### src/rtl/rxo_pkg.sv
// Function
// dual-rail drives negative pulses on neg rail
// single-rail: neg rail pulses on violations only
// framer samples violation flag on recovered clock
// hardware mode: select pin high means single-rail
// host mode: control register bit picks format
// hardware mode: monitor pin high enters monitoring
// host mode: register bits; pin is serial out
// without single-frequency, reference matches line rate
// single-frequency input selects 12.288 MHz reference
// single-frequency mode outputs line-rate clock
// single-rail enables codec, dual-rail bypasses
// control style high is host, low hardware
// violation pulse lasts one clock, aligned
package rxo_pkg;
  // ****************************************************************
  // line modes and reference rates
  // ****************************************************************
  typedef enum logic [1:0] {RXO_E3, RXO_DS3, RXO_STS1} rxo_line_t;
  localparam int RXO_REF_E3_KHZ    = 34368;
  localparam int RXO_REF_DS3_KHZ   = 44736;
  localparam int RXO_REF_STS1_KHZ  = 51840;
  localparam int RXO_REF_SFM_KHZ   = 12288;
  // clock output divide ratios per line mode (half periods)
  localparam logic [3:0] RXO_DIV_E3   = 4'h3;
  localparam logic [3:0] RXO_DIV_DS3  = 4'h2;
  localparam logic [3:0] RXO_DIV_STS1 = 4'h1;
  // ****************************************************************
  // host-mode register bits held inside the device end
  // ****************************************************************
  localparam int RXO_BCR_SINGLE_RAIL = 0;
  localparam int RXO_RCR_MONITOR     = 1;
  localparam logic [1:0] RXO_CTRL_RESET = 2'h0;
  // ****************************************************************
  // APB map of the framer end
  // ****************************************************************
  localparam logic [7:0] RXO_A_CTRL   = 8'h00;
  localparam logic [7:0] RXO_A_STATUS = 8'h04;
  localparam logic [7:0] RXO_A_VCOUNT = 8'h08;
  localparam logic [7:0] RXO_A_PCOUNT = 8'h0c;
  localparam int RXO_C_HOST   = 0;
  localparam int RXO_C_SRAIL  = 1;
  localparam int RXO_C_MON    = 2;
  localparam int RXO_C_SFM    = 3;
  localparam int RXO_C_LINE   = 4;
  localparam int RXO_C_LINE_W = 2;
  localparam logic [31:0] RXO_ERR_DATA = 32'hdeadbeef;
endpackage

### src/rtl/rxo_if.sv
`timescale 1ns/10ps
interface rxo_if;
  logic pos_rail_out;             // positive pulse / single-rail data
  logic neg_rail_or_violation_out;// negative pulse or violation
  logic recovered_rx_clock;       // recovered clock level
  logic clk_out;                  // synthesized low-jitter clock
  logic sdo;                      // serial data out (host mode)
  logic control_style_select;     // 1 host, 0 hardware
  logic rail_format_select;       // 1 single-rail, 0 dual-rail
  logic monitor_mode_select;      // monitor enable pin
  logic single_freq_enable;       // single-frequency mode
  logic [1:0] line_mode;          // rxo_line_t encoding
  logic reg_we;                   // host register write strobe
  logic [1:0] reg_wdata;          // {monitor, single_rail}
  modport dev (
    output pos_rail_out, neg_rail_or_violation_out,
           recovered_rx_clock, clk_out, sdo,
    input  control_style_select, rail_format_select,
           monitor_mode_select, single_freq_enable, line_mode,
           reg_we, reg_wdata
  );
  modport frm (
    input  pos_rail_out, neg_rail_or_violation_out,
           recovered_rx_clock, clk_out, sdo,
    output control_style_select, rail_format_select,
           monitor_mode_select, single_freq_enable, line_mode,
           reg_we, reg_wdata
  );
endinterface

### src/rtl/rxo_clkdiv.sv
`timescale 1ns/10ps
module rxo_clkdiv
  import rxo_pkg::*;
(
  input  wire logic       clk_sys,  // system clock
  input  wire logic       reset,    // sync reset
  input  wire logic       enable,   // run divider
  input  wire logic [3:0] half,     // half period in cycles
  output logic            clk_o     // divided clock
);
  typedef struct packed {
    logic [3:0] cnt;
    logic       clk;
  } rxo_div_t;
  rxo_div_t s_r, s_nxt;
  always_comb begin
    s_nxt = s_r;
    if (!enable) begin
      s_nxt = '0;
    end else if (s_r.cnt + 4'h1 >= half) begin
      s_nxt.cnt = '0;
      s_nxt.clk = ~s_r.clk;
    end else begin
      s_nxt.cnt = s_r.cnt + 4'h1;
    end
  end
  always_ff @(posedge clk_sys) begin
    if (reset) s_r <= '0;
    else s_r <= s_nxt;
  end
  assign clk_o = s_r.clk;
endmodule

### src/rtl/rxo_dev.sv
`timescale 1ns/10ps
module rxo_dev
  import rxo_pkg::*;
(
  input  wire logic clk_sys,    // system clock
  input  wire logic reset,      // sync reset, active high
  input  wire logic line_pos,   // decoded positive line pulse
  input  wire logic line_neg,   // decoded negative line pulse
  input  wire logic line_viol,  // violation seen by decoder
  output logic      codec_en,   // line-code codec enabled
  output logic      monitor_on, // receiver in monitoring mode
  rxo_if.dev        lnk         // link to framer
);
  typedef struct packed {
    logic [1:0] ctrl;
    logic       pos;
    logic       neg;
    logic       rclk;
    logic       ck;
    logic       codec;
    logic       mon;
    logic       sdo;
  } rxo_dev_t;
  rxo_dev_t s_r, s_nxt;
  logic srail, div_clk;
  logic [3:0] half;
  always_comb begin
    case (rxo_line_t'(lnk.line_mode))
      RXO_E3:   half = RXO_DIV_E3;
      RXO_DS3:  half = RXO_DIV_DS3;
      default:  half = RXO_DIV_STS1;
    endcase
  end
  rxo_clkdiv u_div (
    .clk_sys (clk_sys),
    .reset   (reset),
    .enable  (lnk.single_freq_enable),
    .half    (half),
    .clk_o   (div_clk)
  );
  // ****************************************************************
  // mode and output selection
  // ****************************************************************
  always_comb begin
    s_nxt = s_r;
    if (lnk.control_style_select && lnk.reg_we)
      s_nxt.ctrl = lnk.reg_wdata;
    srail = lnk.control_style_select ?
            s_r.ctrl[RXO_BCR_SINGLE_RAIL] : lnk.rail_format_select;
    s_nxt.mon = lnk.control_style_select ?
                s_r.ctrl[RXO_RCR_MONITOR] : lnk.monitor_mode_select;
    s_nxt.codec = srail;
    s_nxt.rclk = ~s_r.rclk;
    if (!s_r.rclk) begin
      // data move with the rising edge of the recovered clock
      s_nxt.pos = srail ? (line_pos | line_neg) : line_pos;
      s_nxt.neg = srail ? line_viol : line_neg;
    end
    s_nxt.ck = lnk.single_freq_enable & div_clk;
    s_nxt.sdo = lnk.control_style_select & s_r.mon;
  end
  always_ff @(posedge clk_sys) begin
    if (reset) s_r <= '0;
    else s_r <= s_nxt;
  end
  assign lnk.pos_rail_out = s_r.pos;
  assign lnk.neg_rail_or_violation_out = s_r.neg;
  assign lnk.recovered_rx_clock = s_r.rclk;
  assign lnk.clk_out = s_r.ck;
  assign lnk.sdo = s_r.sdo;
  assign codec_en = s_r.codec;
  assign monitor_on = s_r.mon;
endmodule

### src/flat_wrapper.sv
// flat-port wrapper written by rule: the top's interface ports become plain ports
module rxo_dev_flat import rxo_pkg::*;
  (clk_sys, reset, line_pos, line_neg, line_viol, codec_en, monitor_on, lnk_pos_rail_out, lnk_neg_rail_or_violation_out, lnk_recovered_rx_clock, lnk_clk_out, lnk_sdo, lnk_control_style_select, lnk_rail_format_select, lnk_monitor_mode_select, lnk_single_freq_enable, lnk_line_mode, lnk_reg_we, lnk_reg_wdata);
  rxo_if lnk_i ();
  input  wire logic clk_sys;
  input  wire logic reset;
  input  wire logic line_pos;
  input  wire logic line_neg;
  input  wire logic line_viol;
  output logic codec_en;
  output logic monitor_on;
  output wire logic [$bits(lnk_i.pos_rail_out)-1:0] lnk_pos_rail_out;
  output wire logic [$bits(lnk_i.neg_rail_or_violation_out)-1:0] lnk_neg_rail_or_violation_out;
  output wire logic [$bits(lnk_i.recovered_rx_clock)-1:0] lnk_recovered_rx_clock;
  output wire logic [$bits(lnk_i.clk_out)-1:0] lnk_clk_out;
  output wire logic [$bits(lnk_i.sdo)-1:0] lnk_sdo;
  input wire logic [$bits(lnk_i.control_style_select)-1:0] lnk_control_style_select;
  input wire logic [$bits(lnk_i.rail_format_select)-1:0] lnk_rail_format_select;
  input wire logic [$bits(lnk_i.monitor_mode_select)-1:0] lnk_monitor_mode_select;
  input wire logic [$bits(lnk_i.single_freq_enable)-1:0] lnk_single_freq_enable;
  input wire logic [$bits(lnk_i.line_mode)-1:0] lnk_line_mode;
  input wire logic [$bits(lnk_i.reg_we)-1:0] lnk_reg_we;
  input wire logic [$bits(lnk_i.reg_wdata)-1:0] lnk_reg_wdata;
  assign lnk_pos_rail_out = lnk_i.pos_rail_out;
  assign lnk_neg_rail_or_violation_out = lnk_i.neg_rail_or_violation_out;
  assign lnk_recovered_rx_clock = lnk_i.recovered_rx_clock;
  assign lnk_clk_out = lnk_i.clk_out;
  assign lnk_sdo = lnk_i.sdo;
  assign lnk_i.control_style_select = lnk_control_style_select;
  assign lnk_i.rail_format_select = lnk_rail_format_select;
  assign lnk_i.monitor_mode_select = lnk_monitor_mode_select;
  assign lnk_i.single_freq_enable = lnk_single_freq_enable;
  assign lnk_i.line_mode = lnk_line_mode;
  assign lnk_i.reg_we = lnk_reg_we;
  assign lnk_i.reg_wdata = lnk_reg_wdata;
  rxo_dev u_core (.clk_sys(clk_sys), .reset(reset), .line_pos(line_pos), .line_neg(line_neg), .line_viol(line_viol), .codec_en(codec_en), .monitor_on(monitor_on), .lnk(lnk_i));
endmodule
### config.mk
export PLATFORM = sky130hd
export DESIGN_NAME = rxo_dev_flat
export DESIGN_NICKNAME = d
export VERILOG_FILES = /design/src/rtl/rxo_pkg.sv /design/src/rtl/rxo_if.sv /design/src/rtl/rxo_clkdiv.sv /design/src/rtl/rxo_dev.sv /design/src/flat_wrapper.sv
export SDC_FILE = /design/constraint.sdc
export NUM_CORES = 1
export LEC_CHECK = 0
export BUFFER_PORTS_ARGS = -buffer_cell sky130_fd_sc_hd__buf_2
export CAP_MARGIN = 20
export CORE_UTILIZATION = 29
export CTS_CLUSTER_DIAMETER = 40
export DETAILED_ROUTE_END_ITERATION = 7
export PLACE_DENSITY = 0.5
export SLEW_MARGIN = 0
export SYNTH_ARGS = -nofsm -noshare
export SYNTH_HDL_FRONTEND = slang
export SYNTH_SLANG_ARGS = --single-unit
### constraint.sdc
create_clock -name clk_sys -period 2.75 [get_ports clk_sys]
set_clock_uncertainty 0.1 [all_clocks]
set_input_delay 0.6875 -clock clk_sys [delete_from_list [all_inputs] [get_ports clk_sys]]
set_output_delay 0.6875 -clock clk_sys [all_outputs]
set_load 0.05 [all_outputs]
# Word level (Yosys, flattened, before mapping)
# Index checks and enable logic that the tools add are counted.
[totals]
ff_bits = 14
output_inout_bits = 7
wordCells = 28
[op_classes]
addsub = 1
n_lt_le_gt_ge = 1
eq_ne = 1
n_mux = 5
n_bitwise = 6
reduce_logical = 4
[ops]
columns = ["cell", "n"]
rows = [
  ["4-bit by 1-bit adder with 4-bit output, second input constant", 1],
  ["4-bit >= comparator", 1],
  ["1-bit 2-to-1 mux", 4],
  ["2-bit case mux with 2 select lines", 1],
  ["1-bit NOT", 3],
  ["3-bit OR reduction", 1],
  ["1-bit bitwise AND", 2],
  ["2-bit by 1-bit equality test with 1-bit output, second input constant", 1],
  ["2-bit zero test", 1],
  ["2-bit OR reduction", 1],
  ["1-bit logical AND", 1],
  ["1-bit OR", 1],
]

# Depth between registers and ports, before layout
[depth]
word_depth = 4
mapped_depth = 5
mapped_depth_nobuf = 5

# Cells and area by module
# A second synthesis with hierarchy kept.
[hier_totals]
hier_cells = 68
hier_area_um2 = 668.1
[modules_own_cells]
columns = ["mod", "instances", "cells_each", "area_each_um2"]
rows = [
  ["rxo_dev", 1, 38, 361.6],
  ["rxo_clkdiv", 1, 30, 306.5],
]

# Worst setup path before layout
# OpenSTA, ideal clock, no wires.
[synth_timing]
path_type = "input to register"
startpoint = "input port lnk_line_mode[1]"
endpoint = "register u_core.u_div.s_r, in the netlist u_core.u_div.clk_o"
arrival_time_ps = 1936
required_time_ps = 2529
slack_ps = 593
stages = 5
n_path_buf = 0
path_cell_list = "nand2b_1 > ha_1 > nand2b_1 > a2111oi_4 > mux2_4"
[synth_between]
elab_chain_cells = 3
elab_cells_between_ends = 4
classes_between = "order compare (1); eq/ne (1); mux (1); reduce/logical (1)"
[synth_lines]
columns = ["element", "line_no", "source"]
rows = [
  ["start: declaration", "flat_wrapper.sv:21", "input wire logic [$bits(lnk_i.line_mode)-1:0] lnk_line_mode;"],
  ["2-bit by 1-bit equality test with 1-bit output or 2-bit zero test (tied branches)", "rxo_dev.sv:28", "case (rxo_line_t'(lnk.line_mode))"],
  ["2-bit case mux with 2 select lines (*)", "rxo_dev.sv:28", ""],
  ["4-bit >= comparator (*)", "rxo_clkdiv.sv:20", "end else if (s_r.cnt + 4'h1 >= half) begin"],
  ["end signal: assignment", "rxo_clkdiv.sv:29", "else s_r <= s_nxt;"],
  ["end: declaration", "rxo_clkdiv.sv:15", "rxo_div_t s_r, s_nxt;"],
]
# Every way passes the cells marked *; elsewhere a longest branch is shown, timed or not.
# A chain may end at the register's enable or synchronous reset.

# Final worst setup path
# Same ends and word-level chain as after synthesis.

==> results.toml <==
[run_status]
outcome = "complete, no violations"

[synth]
syn_inst = 54
ys_seq_area_share_pct = 49.02
ys_types = 23
synth_top_family_by_area = "simple AND/OR/NAND/NOR gates"
synth-compound-area-share_pct = 8.096
synth_simple_gate_area_share_pct = 19.69
ys_ff_latch = 14
muxShareOfSynthArea_pct = 9.847
yosysWarningCount = 0
synthAdderAreaFrac_pct = 6.565
synth.avg_cell_area_um2 = 10.59
synthXorXnorAreaFrac_pct = 3.063
syn_area_um2 = 571.8

[sta]
rsz0062_at_grt = "false"
fin_setup_tns_ns = 0
fmax_mhz = 491.5
final_max_slew_viol_count = 0
hold_viol_final = 0
finalCriticalPeriod_ns = 2.034
fin_crit_sh_pct = 73.98
setup_viol_count_final = 0

[hold_path]
hp-class = "reg -> reg"

[finish]
drive_gt1_share_pct = 38.67
area_growth_pct = 25.16
final_nets = 94
fillCellCount = 185
fin_cells = 100
antenna_cells = 0

[setup_path]
reg2reg_to = "u_core.u_div.clk_o"
cp_common_cell = "nand2b_1"
crit_chain = "buf_2 > nand2b_1 > ha_1 > nand2b_1 > a2111oi_4 > mux2_4"
worstPathRequired_ns = 2.81
cp-startpoint = "lnk_line_mode[1]"
endpoint = "u_core.u_div.clk_o"
rrSetupSlack_ns = 0.86
crit_fanout = 3
arrival_ns = 2.10
regToRegStartpoint = "u_core.u_div.s_r[1]"
r2r_cells = 4
criticalPathCategory = "in -> reg"
start_kind = "input port"
critPathSlowestCell = "a2111oi_4"
crit_path_end_kind = "flip-flop"
slowest_delay_ns = 0.42

[placement]
port_buffers = 20
dp_cells = 97
place.gp.congestion = 0.6845
dp_hpwl_um = 687.8

[routing]
routed_wl_um = 870
drc = 0
via_count = 411
first_pass_iters = 4
routedWlPerCell_um = 8.700
first_iter_violations = 7
routed_via_density = 4.110
postRouteAntennaNets = 0

[global_routing]
track_usage_pct = 9.493
overflow = 0
grt_pass1_vias = 339
grt_max_degree = 10
antenna_found_initial = 0
grt_pass1_wl_mm = 1.380

[power]
powerDensity_mw_per_mm2 = 540.6
leakagePower_nw = 0.3386
vdd.ir_drop.worst_mv = 0.2212

[floorplan]
fp.dieW_um = 46.41
num_io_pins = 21
rows = 15
start_util_pct = 32.07
die_area_mm2 = 0.002153
fp.dieH_um = 46.41
coreArea_mm2 = 0.001783

[clock_network]
hold_buffers = 0
clk_latency_ns = 0.27
cts-root-buf = "clkbuf_4"
numCtsBuffers = 3
post_cts_resized = 0
clockBufferDepth = 2
cts_setup_buffers = 0
tritoncts = "done"
htree_levels = 1
cts.sinks = 14
clkTransAtPathRegs_ns = 0.07

[run]
maxCapViolCount = 0
==> cell usage in the layout, fill, tap and decap left out <==
| cell | count |
|---|---|
| a2111oi_4 | 1 |
| nand3_2 | 1 |
| xor2_1 | 1 |
| nand3_1 | 2 |
| dfxtp_1 | 14 |
| clkbuf_4 | 3 |
| nor2_1 | 6 |
| mux2_2 | 1 |
| conb_1 | 2 |
| nand2_1 | 4 |
| ha_1 | 3 |
| and3_2 | 1 |
| and3b_2 | 1 |
| nand2b_1 | 3 |
| a221oi_1 | 1 |
| xnor2_1 | 1 |
| mux2_4 | 1 |
| nor2b_1 | 2 |
| buf_2 | 20 |
| a21oi_1 | 2 |
| inv_1 | 1 |
| mux2i_1 | 3 |
| and2_1 | 1 |
==> state kept, by name (all words and copies together) (netlist names) <==
register	flops
u_core.lnk.sdo	1
u_core.u_div.s_r	4
u_core.lnk.recovered_rx_clock	1
u_core.lnk.clk_out	1
u_core.lnk.pos_rail_out	1
u_core.u_div.clk_o	1
u_core.lnk.neg_rail_or_violation_out	1
u_core.monitor_on	1
u_core.s_r	2
u_core.codec_en	1
==> layer usage <==
metal  GRT usage (%)  up-vias  wire length (um)
met1           11.58      175               402
met5               0        -                 0
met3           6.275        0                71
met2           13.06       13               396
li1                -      223                 -
met4           3.529        0                 0
==> logic make-up after synthesis <==
| family | count (synthesis) |
|---|---|
| flops | 14 |
| xor+xnor | 2 |
| compound gates | 4 |
| mux | 5 |
| buf+inv | 4 |
| simple gates | 21 |
| fa+ha+maj | 3 |
| other cells | 1 |
==> critical path, delay by kind of cell <==
| family | cells | cell delay, ns |
|---|---|---|
| adder cells (fa/ha/maj) | 1 | 0.26 |
| buffers and inverters | 1 | 0.10 |
| AO/OA/AOI/OAI | 1 | 0.42 |
| AND/OR/NAND/NOR | 2 | 0.30 |
| multiplexers | 1 | 0.33 |
==> synthesized netlist by cell type <==
library cell / instances / share of area (%)
xor2_1: 1 / 1.5
conb_1: 1 / 0.66
mux2i_1: 3 / 5.3
a21oi_1: 2 / 1.8
buf_2: 2 / 1.8
nor2b_1: 2 / 2.2
ha_1: 3 / 6.6
nor2_1: 6 / 3.9
and3b_2: 1 / 1.8
nand3_2: 1 / 1.8
nand3_1: 2 / 1.8
dfxtp_1: 14 / 49
xnor2_1: 1 / 1.5
clkbuf_1: 1 / 0.66
a2111oi_4: 1 / 4.8
and2_1: 1 / 1.1
a221oi_1: 1 / 1.5
nand2b_1: 3 / 3.3
inv_1: 1 / 0.66
and3_2: 1 / 1.3
mux2_4: 1 / 2.6
mux2_2: 1 / 2.0
nand2_1: 4 / 2.6
==> through the flow <==
step                      util [%]  worst slack, ns  hold WS (ns)  power, mW  area (um2)
after global placement       38.88           0.4515        0.3300     0.2841       693.2
after CTS                    40.14           0.7197        0.3396     0.3958       715.7
after global routing         40.14           0.6937        0.3660     0.4133       715.7
final                        40.14           0.7156        0.3387     0.3869       715.7
after detailed placement     38.88           0.4179        0.3275     0.2844       693.2
after floorplan                  -           0.5927        0.3360     0.2675       575.6
==> final cells by class <==
class / count / area, um2 / share of cell area, %
Timing Repair Buffer: 20 / 100.1 / 13.99
Multi-Input combinational cell: 37 / 277.8 / 38.81
Clock buffer: 3 / 22.52 / 3.147
Inverter: 1 / 3.754 / 0.5245
Sequential cell: 14 / 280.3 / 39.16
Tap cell: 25 / 31.28 / 4.371
==> how the worst min path moves through the flow <==
stage / start / end / slack, ns / cells past startpoint
global route: u_core.monitor_on / u_core.lnk.sdo / 0.37 / 2
CTS: u_core.monitor_on / u_core.lnk.sdo / 0.34 / 2
global placement: u_core.monitor_on / u_core.lnk.sdo / 0.33 / 2
floorplan: u_core.s_r[7] / u_core.s_r[7] / 0.34 / 2
finish: u_core.monitor_on / u_core.lnk.sdo / 0.34 / 2
detailed placement: u_core.monitor_on / u_core.lnk.sdo / 0.33 / 2
==> power by group <==
group / switching, mW / internal [mW]
clock: 0.0572 / 0.0506
combinational: 0.0373 / 0.0237
sequential: 0.00540 / 0.213
total: 0.100 / 0.287
No activity file was read; power rests on OpenSTA's default activity.
